<file path="config.mk">
export PLATFORM = sky130hd
export DESIGN_NAME = sasp_spi_port
export DESIGN_NICKNAME = d
export VERILOG_FILES = /design/src/shared/sasp_pkg.sv /design/src/hdl/sasp_spi_port.sv
export SDC_FILE = /design/constraint.sdc
export NUM_CORES = 2
export LEC_CHECK = 0
export ABC_AREA = 1
export BUFFER_PORTS_ARGS = -buffer_cell sky130_fd_sc_hd__buf_4
export CORE_MARGIN = 2
export CORE_UTILIZATION = 30
export DETAILED_ROUTE_END_ITERATION = 7
export GPL_ROUTABILITY_DRIVEN = 1
export PLACE_DENSITY_LB_ADDON = 0.15
export SLEW_MARGIN = 10
export SYNTH_ARGS = -nofsm -noshare
export SYNTH_HDL_FRONTEND = slang
export SYNTH_SLANG_ARGS = --single-unit
</file>
<file path="constraint.sdc">
create_clock -name clk -period 7.4 [get_ports clk]
set_input_delay 0.37 -clock clk [delete_from_list [all_inputs] [get_ports clk]]
set_output_delay 0.37 -clock clk [all_outputs]
set_load 0.05 [all_outputs]
</file>
<file path="src/shared/sasp_pkg.sv">
// Constants and types shared by the sensor front-end serial register port
`default_nettype none
package sasp_pkg;
    // ------------------------------------------------------------------
    // Widths
    // ------------------------------------------------------------------
    localparam int ADDR_W = 7;
    localparam int BYTE_W = 8;
    localparam int URA_W  = 3;
    localparam int LRA_W  = 4;

    // ------------------------------------------------------------------
    // Register map
    // ------------------------------------------------------------------
    localparam logic [6:0] REG_RESET_ADDR   = 7'h00;
    localparam logic [6:0] SER_RST_ADDR     = 7'h02;
    localparam logic [6:0] STREAM_CTRL_ADDR = 7'h03;
    localparam logic [6:0] STATUS_ADDR      = 7'h18;
    localparam logic [6:0] RESULT_HI_ADDR   = 7'h1A;
    localparam logic [6:0] RESULT_LO_ADDR   = 7'h1B;
    localparam logic [6:0] ADDR_MAX         = 7'h7F;
    localparam logic [6:0] ADDR_ZERO        = 7'h00;
    localparam logic [6:0] ADDR_ONE         = 7'h01;
    localparam logic [7:0] REG_DEFAULT      = 8'h00;
    localparam logic [7:0] REG_RESET_CODE   = 8'hC3;
    localparam logic [7:0] SER_RST_ON       = 8'h01;
    localparam logic [2:0] URA_RESET        = 3'h0;

    // ------------------------------------------------------------------
    // Field positions
    // ------------------------------------------------------------------
    localparam int INST_READ_BIT = 7;
    localparam int INST_URA_BIT  = 4;
    localparam int SZ_HI         = 6;
    localparam int SZ_LO         = 5;
    localparam int LRA_HI        = 3;
    localparam int KIND_BIT      = 7;
    localparam int SPAN_HI       = 6;
    localparam int FRESH_BIT     = 6;
    localparam logic [1:0] SZ_STREAM = 2'h3;

    // ------------------------------------------------------------------
    // Timing
    // ------------------------------------------------------------------
    localparam int SER_RST_ONES   = 73;
    localparam int CLK_KHZ        = 10000;
    localparam int READY_PULSE_NS = 1000;
    localparam int READY_PULSE_CYC_RAW = (READY_PULSE_NS * CLK_KHZ + 999999) / 1000000;
    localparam int READY_PULSE_CYC = (READY_PULSE_CYC_RAW < 1) ? 1 : READY_PULSE_CYC_RAW;

    // Protocol states
    typedef enum logic [1:0] {ST_INST, ST_URA, ST_DATA, ST_IGNORE} sasp_state_e;
endpackage
`default_nettype wire

</file>
<file path="src/hdl/sasp_spi_port.sv">
// Serial register port of a sensor front end, with result buffer and ready signalling
`timescale 1ns/100ps
`default_nettype none
module sasp_spi_port #(
    parameter int RES_W = 16
) (
    input  wire logic             clk,
    input  wire logic             srst,
    input  wire logic             chip_select_low,
    input  wire logic             serial_clock,
    input  wire logic             serial_data_in,
    output logic                  shared_output_pin_o,
    output logic                  shared_output_pin_oe,
    input  wire logic             result_in_valid,
    input  wire logic [RES_W-1:0] result_in_data,
    output logic                  result_in_ready
);
    // ------------------------------------------------------------------
    // Declarations
    // ------------------------------------------------------------------
    logic [2:0]                     sync1_r;
    logic [2:0]                     sync2_r;
    logic                           sclk_d_r;
    logic                           cs_s;
    logic                           sclk_s;
    logic                           sdi_s;
    logic                           rise;
    logic                           fall;
    sasp_pkg::sasp_state_e          state_r;
    logic [2:0]                     bit_cnt_r;
    logic [7:0]                     shift_r;
    logic [7:0]                     rx_byte;
    logic                           byte_done;
    logic [7:0]                     inst_r;
    logic [2:0]                     ura_r;
    logic [6:0]                     addr_r;
    logic [6:0]                     start_r;
    logic [6:0]                     span_cnt_r;
    logic [6:0]                     addr_nxt;
    logic [1:0]                     byte_cnt_r;
    logic                           reading_r;
    logic                           load_pend_r;
    logic [7:0]                     tx_r;
    logic [6:0]                     ones_cnt_r;
    logic                           ser_rst_hit;
    logic [7:0]                     mem_r [0:(1<<sasp_pkg::ADDR_W)-1];
    logic                           wr_stb;
    logic                           ser_rst_en;
    logic                           ctrl_stream;
    logic [RES_W-1:0]               buf_r [0:1];
    logic                           wr_ptr_r;
    logic                           rd_ptr_r;
    logic [1:0]                     cnt_r;
    logic [1:0]                     cnt_nxt;
    logic                           push;
    logic                           pop;
    logic [RES_W-1:0]               res_r;
    logic                           res_busy;
    logic                           rd_hi_msb;
    logic                           rd_lo_lsb;
    logic                           ready_low_r;
    logic                           pulse_pend_r;
    logic [15:0]                    pulse_cnt_r;
    logic                           fresh_n_r;

    localparam logic [15:0] PULSE_CYC = 16'(sasp_pkg::READY_PULSE_CYC);
    localparam logic [6:0]  ONES_LAST = 7'(sasp_pkg::SER_RST_ONES - 1);

    // Read value of any register address
    function automatic logic [7:0] reg_read(input logic [6:0] a);
        logic [7:0] v;
        v = mem_r[a];
        if (a == sasp_pkg::RESULT_HI_ADDR) begin
            v = res_r[RES_W-1 -: 8];
        end else if (a == sasp_pkg::RESULT_LO_ADDR) begin
            v = res_r[7:0];
        end else if (a == sasp_pkg::STATUS_ADDR) begin
            v = 8'h00;
            v[sasp_pkg::FRESH_BIT] = fresh_n_r;
        end
        return v;
    endfunction

    // ------------------------------------------------------------------
    // Pin synchronisers and serial clock edges
    // ------------------------------------------------------------------
    always_ff @(posedge clk) begin
        if (srst) begin
            sync1_r  <= 3'h1;
            sync2_r  <= 3'h1;
            sclk_d_r <= 1'b0;
        end else begin
            sync1_r  <= {serial_data_in, serial_clock, chip_select_low};
            sync2_r  <= sync1_r;
            sclk_d_r <= sync2_r[1];
        end
    end

    assign cs_s      = sync2_r[0];
    assign sclk_s    = sync2_r[1];
    assign sdi_s     = sync2_r[2];
    assign rise      = ~cs_s & sclk_s & ~sclk_d_r;
    assign fall      = ~cs_s & ~sclk_s & sclk_d_r;
    assign rx_byte   = {shift_r[6:0], sdi_s};
    assign byte_done = rise & (bit_cnt_r == 3'h7);

    // Configuration fields held in registers
    assign ser_rst_en  = (mem_r[sasp_pkg::SER_RST_ADDR] == sasp_pkg::SER_RST_ON);
    assign ctrl_stream = mem_r[sasp_pkg::STREAM_CTRL_ADDR][sasp_pkg::KIND_BIT];
    assign ser_rst_hit = ser_rst_en & rise & sdi_s & (ones_cnt_r >= ONES_LAST);

    // Next address within a transfer
    always_comb begin
        if (ctrl_stream && inst_r[sasp_pkg::SZ_HI:sasp_pkg::SZ_LO] == sasp_pkg::SZ_STREAM
            && span_cnt_r == mem_r[sasp_pkg::STREAM_CTRL_ADDR][sasp_pkg::SPAN_HI:0]) begin
            addr_nxt = start_r;
        end else if (addr_r == sasp_pkg::ADDR_MAX) begin
            addr_nxt = sasp_pkg::ADDR_ZERO;
        end else begin
            addr_nxt = addr_r + sasp_pkg::ADDR_ONE;
        end
    end

    // ------------------------------------------------------------------
    // Serial reset detector
    // ------------------------------------------------------------------
    always_ff @(posedge clk) begin
        if (srst || cs_s) begin
            ones_cnt_r <= 7'h00;
        end else if (rise) begin
            if (!sdi_s) begin
                ones_cnt_r <= 7'h00;
            end else if (ones_cnt_r < ONES_LAST) begin
                ones_cnt_r <= ones_cnt_r + 7'h01;
            end
        end
    end

    // ------------------------------------------------------------------
    // Protocol machine, shifters and address tracking
    // ------------------------------------------------------------------
    always_ff @(posedge clk) begin
        if (srst) begin
            ura_r <= sasp_pkg::URA_RESET;
        end else if (ser_rst_hit) begin
            ura_r <= sasp_pkg::URA_RESET;
        end else if (byte_done && state_r == sasp_pkg::ST_URA && !inst_r[sasp_pkg::INST_READ_BIT]) begin
            ura_r <= rx_byte[sasp_pkg::URA_W-1:0];
        end
    end

    always_ff @(posedge clk) begin
        if (srst || cs_s || ser_rst_hit) begin
            state_r     <= sasp_pkg::ST_INST;
            bit_cnt_r   <= 3'h0;
            reading_r   <= 1'b0;
            load_pend_r <= 1'b0;
            tx_r        <= 8'h00;
        end else if (rise) begin
            shift_r   <= rx_byte;
            bit_cnt_r <= bit_cnt_r + 3'h1;
            if (byte_done) begin
                case (state_r)
                    sasp_pkg::ST_INST: begin
                        inst_r      <= rx_byte;
                        reading_r   <= rx_byte[sasp_pkg::INST_READ_BIT];
                        load_pend_r <= rx_byte[sasp_pkg::INST_READ_BIT];
                        if (rx_byte[sasp_pkg::INST_URA_BIT]) begin
                            state_r <= sasp_pkg::ST_URA;
                        end else begin
                            addr_r     <= {ura_r, rx_byte[sasp_pkg::LRA_HI:0]};
                            start_r    <= {ura_r, rx_byte[sasp_pkg::LRA_HI:0]};
                            span_cnt_r <= 7'h00;
                            byte_cnt_r <= 2'h0;
                            state_r    <= sasp_pkg::ST_DATA;
                        end
                    end
                    sasp_pkg::ST_URA: begin
                        state_r   <= sasp_pkg::ST_IGNORE;
                        reading_r <= 1'b0;
                    end
                    sasp_pkg::ST_DATA: begin
                        byte_cnt_r <= byte_cnt_r + 2'h1;
                        if (inst_r[sasp_pkg::SZ_HI:sasp_pkg::SZ_LO] != sasp_pkg::SZ_STREAM
                            && byte_cnt_r == inst_r[sasp_pkg::SZ_HI:sasp_pkg::SZ_LO]) begin
                            state_r   <= sasp_pkg::ST_IGNORE;
                            reading_r <= 1'b0;
                        end else begin
                            addr_r      <= addr_nxt;
                            span_cnt_r  <= (addr_nxt == start_r) ? 7'h00 : span_cnt_r + 7'h01;
                            load_pend_r <= reading_r;
                        end
                    end
                    default: begin
                        state_r <= sasp_pkg::ST_IGNORE;
                    end
                endcase
            end
        end else if (fall) begin
            if (load_pend_r) begin
                load_pend_r <= 1'b0;
                tx_r <= (state_r == sasp_pkg::ST_URA) ? {5'h00, ura_r} : reg_read(addr_r);
            end else begin
                tx_r <= {tx_r[6:0], 1'b0};
            end
        end
    end

    // ------------------------------------------------------------------
    // Register file
    // ------------------------------------------------------------------
    assign wr_stb = byte_done & (state_r == sasp_pkg::ST_DATA) & ~reading_r;

    always_ff @(posedge clk) begin
        if (srst || (wr_stb && addr_r == sasp_pkg::REG_RESET_ADDR
                     && rx_byte == sasp_pkg::REG_RESET_CODE)) begin
            for (int i = 0; i < (1 << sasp_pkg::ADDR_W); i++) begin
                mem_r[i] <= sasp_pkg::REG_DEFAULT;
            end
        end else if (wr_stb && addr_r != sasp_pkg::RESULT_HI_ADDR
                     && addr_r != sasp_pkg::RESULT_LO_ADDR && addr_r != sasp_pkg::STATUS_ADDR) begin
            mem_r[addr_r] <= rx_byte;
        end
    end

    // ------------------------------------------------------------------
    // Two-entry result buffer, drained only between result reads
    // ------------------------------------------------------------------
    assign res_busy = reading_r & (state_r == sasp_pkg::ST_DATA)
                    & (addr_r == sasp_pkg::RESULT_HI_ADDR || addr_r == sasp_pkg::RESULT_LO_ADDR);
    assign push     = result_in_valid & result_in_ready;
    assign pop      = (cnt_r != 2'h0) & ~res_busy;
    assign cnt_nxt  = cnt_r + {1'b0, push} - {1'b0, pop};

    always_ff @(posedge clk) begin
        if (srst) begin
            cnt_r           <= 2'h0;
            wr_ptr_r        <= 1'b0;
            rd_ptr_r        <= 1'b0;
            result_in_ready <= 1'b0;
            res_r           <= '0;
        end else begin
            cnt_r           <= cnt_nxt;
            result_in_ready <= (cnt_nxt != 2'h2);
            if (push) begin
                buf_r[wr_ptr_r] <= result_in_data;
                wr_ptr_r        <= ~wr_ptr_r;
            end
            if (pop) begin
                res_r    <= buf_r[rd_ptr_r];
                rd_ptr_r <= ~rd_ptr_r;
            end
        end
    end

    // ------------------------------------------------------------------
    // Ready signalling and status flag
    // ------------------------------------------------------------------
    assign rd_hi_msb = rise & res_busy & (addr_r == sasp_pkg::RESULT_HI_ADDR) & (bit_cnt_r == 3'h0);
    assign rd_lo_lsb = byte_done & res_busy & (addr_r == sasp_pkg::RESULT_LO_ADDR);

    always_ff @(posedge clk) begin
        if (srst) begin
            ready_low_r  <= 1'b1;
            pulse_pend_r <= 1'b0;
            pulse_cnt_r  <= 16'h0000;
        end else if (pop) begin
            if (!ready_low_r || pulse_pend_r) begin
                ready_low_r  <= 1'b1;
                pulse_pend_r <= 1'b1;
                pulse_cnt_r  <= PULSE_CYC;
            end else begin
                ready_low_r  <= 1'b0;
            end
        end else if (pulse_pend_r) begin
            pulse_cnt_r <= pulse_cnt_r - 16'h0001;
            if (pulse_cnt_r == 16'h0001) begin
                pulse_pend_r <= 1'b0;
                ready_low_r  <= 1'b0;
            end
        end else if (rd_lo_lsb) begin
            ready_low_r <= 1'b1;
        end
    end

    // Fresh flag: a new result wins over a read in the same cycle
    always_ff @(posedge clk) begin
        if (srst) begin
            fresh_n_r <= 1'b1;
        end else if (pop) begin
            fresh_n_r <= 1'b0;
        end else if (rd_hi_msb) begin
            fresh_n_r <= 1'b1;
        end
    end

    // ------------------------------------------------------------------
    // Shared output pin
    // ------------------------------------------------------------------
    always_ff @(posedge clk) begin
        if (srst) begin
            shared_output_pin_o  <= 1'b1;
            shared_output_pin_oe <= 1'b0;
        end else begin
            shared_output_pin_oe <= ~cs_s;
            shared_output_pin_o  <= reading_r ? tx_r[7] : ready_low_r;
        end
    end
endmodule
`default_nettype wire

</file>
==> results.py <==
metrics = {
    "cells_and_area": {
        "final_common_cell": "nor2_1",
        "nets": 5250,
        "regArea_um2": 34300,
        "drive_gt1_frac": 0.0739,
        "num-fill-cells": 17800,
        "multiInputGateArea_um2": 16600,
        "syn_to_final_growth_pct": 12.7,
        "antennaDiodeCount": 0,
        "final_cell_mix": "1450 x nor2_1, 1089 x edfxtp_1, 889 x nand2_1, 437 x nand3_1, 437 x o21ai_0",
    },
    "logic_synthesis": {
        "synthCells": 5347,
        "ys_ff_latch": 1170,
        "synth.distinct_cells": 39,
        "synth_seq_area_share": 0.651,
        "syn_avg_cell_area_um2": 9.86,
        "yosysWarnings": 0,
        "syn-cell-area_um2": 52700,
        "syn_nets": 5386,
    },
    "cts": {
        "cts_root_buf": "clkbuf_16",
        "cts_tree": "yes",
        "cts_setup_buffers": 0,
        "cts_buffers": 137,
        "clockBufferDepth": 3,
        "ctsResizeCount": 0,
        "clk_latency_ns": 0.76,
        "clk_pin_slew_ns": 0.06,
        "clock_sinks": 1170,
        "htreeDepth": 4,
    },
    "sta": {
        "rsz0062_at_grt": "false",
        "max_freq_mhz": 237,
        "fin_crit_sh": 0.571,
        "slew_viol_final": 0,
        "tightestPinTransition_ns": 1.23,
        "final-setup-viol-count": 0,
        "fin_ws_ns": 3.18,
        "relSlewSlack": 0.177,
        "worst_clock_skew_ns": 0.0271,
        "hold_violations": 0,
        "layout_min_cycle_time_ns": 4.22,
        "fin_tns_setup_ns": 0,
    },
    "detailed_routing": {
        "num_vias": 38700,
        "vias_per_cell": 5.06,
        "wirelength_um": 171000,
        "wl_per_cell_um": 22.4,
        "drc": 0,
        "ant_nets": 0,
        "dr.pass1.iters": 5,
        "drtIter0Drc": 3563,
    },
    "floorplan": {
        "start_util": 0.303,
        "fp.dieH_um": 423,
        "rows": 153,
        "dieArea_um2": 179000,
        "pin_count": 25,
        "core_area_um2": 174000,
        "die_w_um": 423,
    },
    "grt": {
        "grt_use_total": 0.188,
        "grt_pass1_vias": 37900,
        "use_met2": 0.300,
        "grt_util_met3": 0.0259,
        "grt_max_degree": 184,
        "top_usage_layer": "met2",
        "gr-usage-met1": 0.269,
        "gr-total-overflow": 0,
        "grt_pass1_wl_um": 254000,
        "antenna_found_initial": 0,
    },
    "setup_path": {
        "worstSetupStartpointType": "flip-flop",
        "worst_ep_arrival_time_ns": 4.91,
        "worstSetupPathType": "reg2reg",
        "r2r-end": "tx_r[7]",
        "crit_path_frequent_cell": "nand2_1",
        "crit_slowest_cell": "dfxtp_4",
        "critPathCaptureType": "flip-flop",
        "crit_path_end": "tx_r[7]",
        "reg2reg_slack_ns": 3.18,
        "path_cells": "buf_4 > buf_12 > o21ai_0 > o22ai_1 > nand2_1 > nand3_1 > nand2_1 > nand2_1 > nand3_1 > nand3_1 > nand3_1 > nand2_1 > nand2_1 > a21oi_1",
        "cp.depth": 14,
        "path_max_fanout": 183,
        "cp_top_family": "simple AND/OR/NAND/NOR gates",
        "worstPathRequired_ns": 8.09,
        "critPathMaxStageDelay_ns": 0.76,
        "r2r_cells": 14,
        "cp_num_buf_inv": 2,
    },
    "placed_design": {
        "pre_cts_ws_ns": 3.24,
        "finalWeightedCongestion": 0.793,
        "port_buffers": 24,
        "dpl.hpwl_um": 99400,
    },
    "run": {
        "drv_cap": 0,
    },
    "power": {
        "powerDensity_nw_per_um2": 252,
        "leakage_uw": 0.0217,
        "vdd_drop_max_mv": 0.248,
    },
    "worst_hold_path": {
        "worstHoldPathType": "in2reg",
    },
    "run_status": {
        "status": "finished clean",
    },
}
## flip-flops by register name (all words and copies together), names as in the netlist, 3 cells and up, named ones only
name         cells
addr_r           7
bit_cnt_r        3
buf_r           32
inst_r           3
mem_r         1024
ones_cnt_r       7
pulse_cnt_r     16
res_r           16
shift_r          7
span_cnt_r       7
start_r          7
sync1_r          3
sync2_r          3
tx_r             8
ura_r            3
## worst register-to-register path: cells and delay by family, from the launching register on
kind	cells	cell delay (ns)
compound gates	3	0.73
buf+inv	2	1.32
flops	1	0.76
simple gates	9	1.35
## layer usage
metal,vias up,part of all wire
li1,18100,-
met1,19300,0.46
met2,1063,0.47
met3,210,0.054
met4,0,0.019
met5,-,0
## synth_stat cells, drive strengths merged
library cell,number,area [um2]
nor3b,5,37.5
inv,105,394
nor2,1469,5660
edfxtp,1089,32700
nor3,29,175
ha,17,213
xnor2,9,78.8
a31oi,21,131
nor4,4,25.0
a211oi,8,60.1
dfxtp,81,1620
xor2,15,131
o22ai,181,1130
o211ai,2,15.0
nand2,971,4010
clkinv,7,27.5
clkbuf,334,1250
nand4,6,43.8
a21oi,67,335
nand3,441,2250
or2,6,37.5
and3,1,6.26
buf,39,158
o21ai,439,2200
a21boi,1,7.51
## stage by stage
stage / hold WS, ns / total power [uW] / area (um2) / utilization / instances
2_1_floorplan: 0.388 / 8380 / 52700 / - / 5347
3_3_place_gp: 0.408 / 8670 / 55000 / 0.316 / 7373
3_5_place_dp: 0.401 / 8670 / 55000 / 0.316 / 7373
4_1_cts: 0.280 / 15100 / 59400 / 0.341 / 7642
5_1_grt: 0.301 / 15500 / 59400 / 0.341 / 7642
6_report: 0.340 / 15000 / 59400 / 0.341 / 7642
## worst min-delay path by stage
stage	start	to	slack, ns	cells past startpoint
after floorplan	sync1_r[1]	sync2_r[1]	0.39	2
after global placement	sync1_r[2]	sync2_r[2]	0.41	2
after detailed placement	sync1_r[2]	sync2_r[2]	0.40	2
after CTS	chip_select_low	sync1_r[0]	0.28	3
after global routing	chip_select_low	sync1_r[0]	0.30	3
final	chip_select_low	sync1_r[0]	0.34	3
## cells by family after synthesis
| group | Yosys count | synth area share |
|---|---|---|
| buf+inv | 485 | 0.0348 |
| compound gates | 719 | 0.0737 |
| flops | 1170 | 0.651 |
| fa+ha+maj | 17 | 0.00404 |
| simple gates | 2932 | 0.232 |
| xor+xnor | 24 | 0.00399 |
## cell type report
type                       instances  share of cell area
sequential                      1170               0.578
clock buffer                     184              0.0630
multi-input combinational       3692               0.280
timing repair buffer              98              0.0149
clock inverter                    61             0.00716
inverter                         112             0.00803
tap                             2325              0.0490
## where the power goes
part	switching (uW)	total, uW	internal [uW]
clock network	2760	6450	3680
registers	174	7760	7590
logic	542	773	231
total	3480	15000	11500
## timing repair
| action | in CTS | in global routing |
|---|---|---|
| hold endpoints to repair | 51 | 0 |
| hold buffers | 24 | 0 |
| endpoints found under the setup margin | 0 | 0 |
Note: power is estimated with default switching activity, not from simulation.
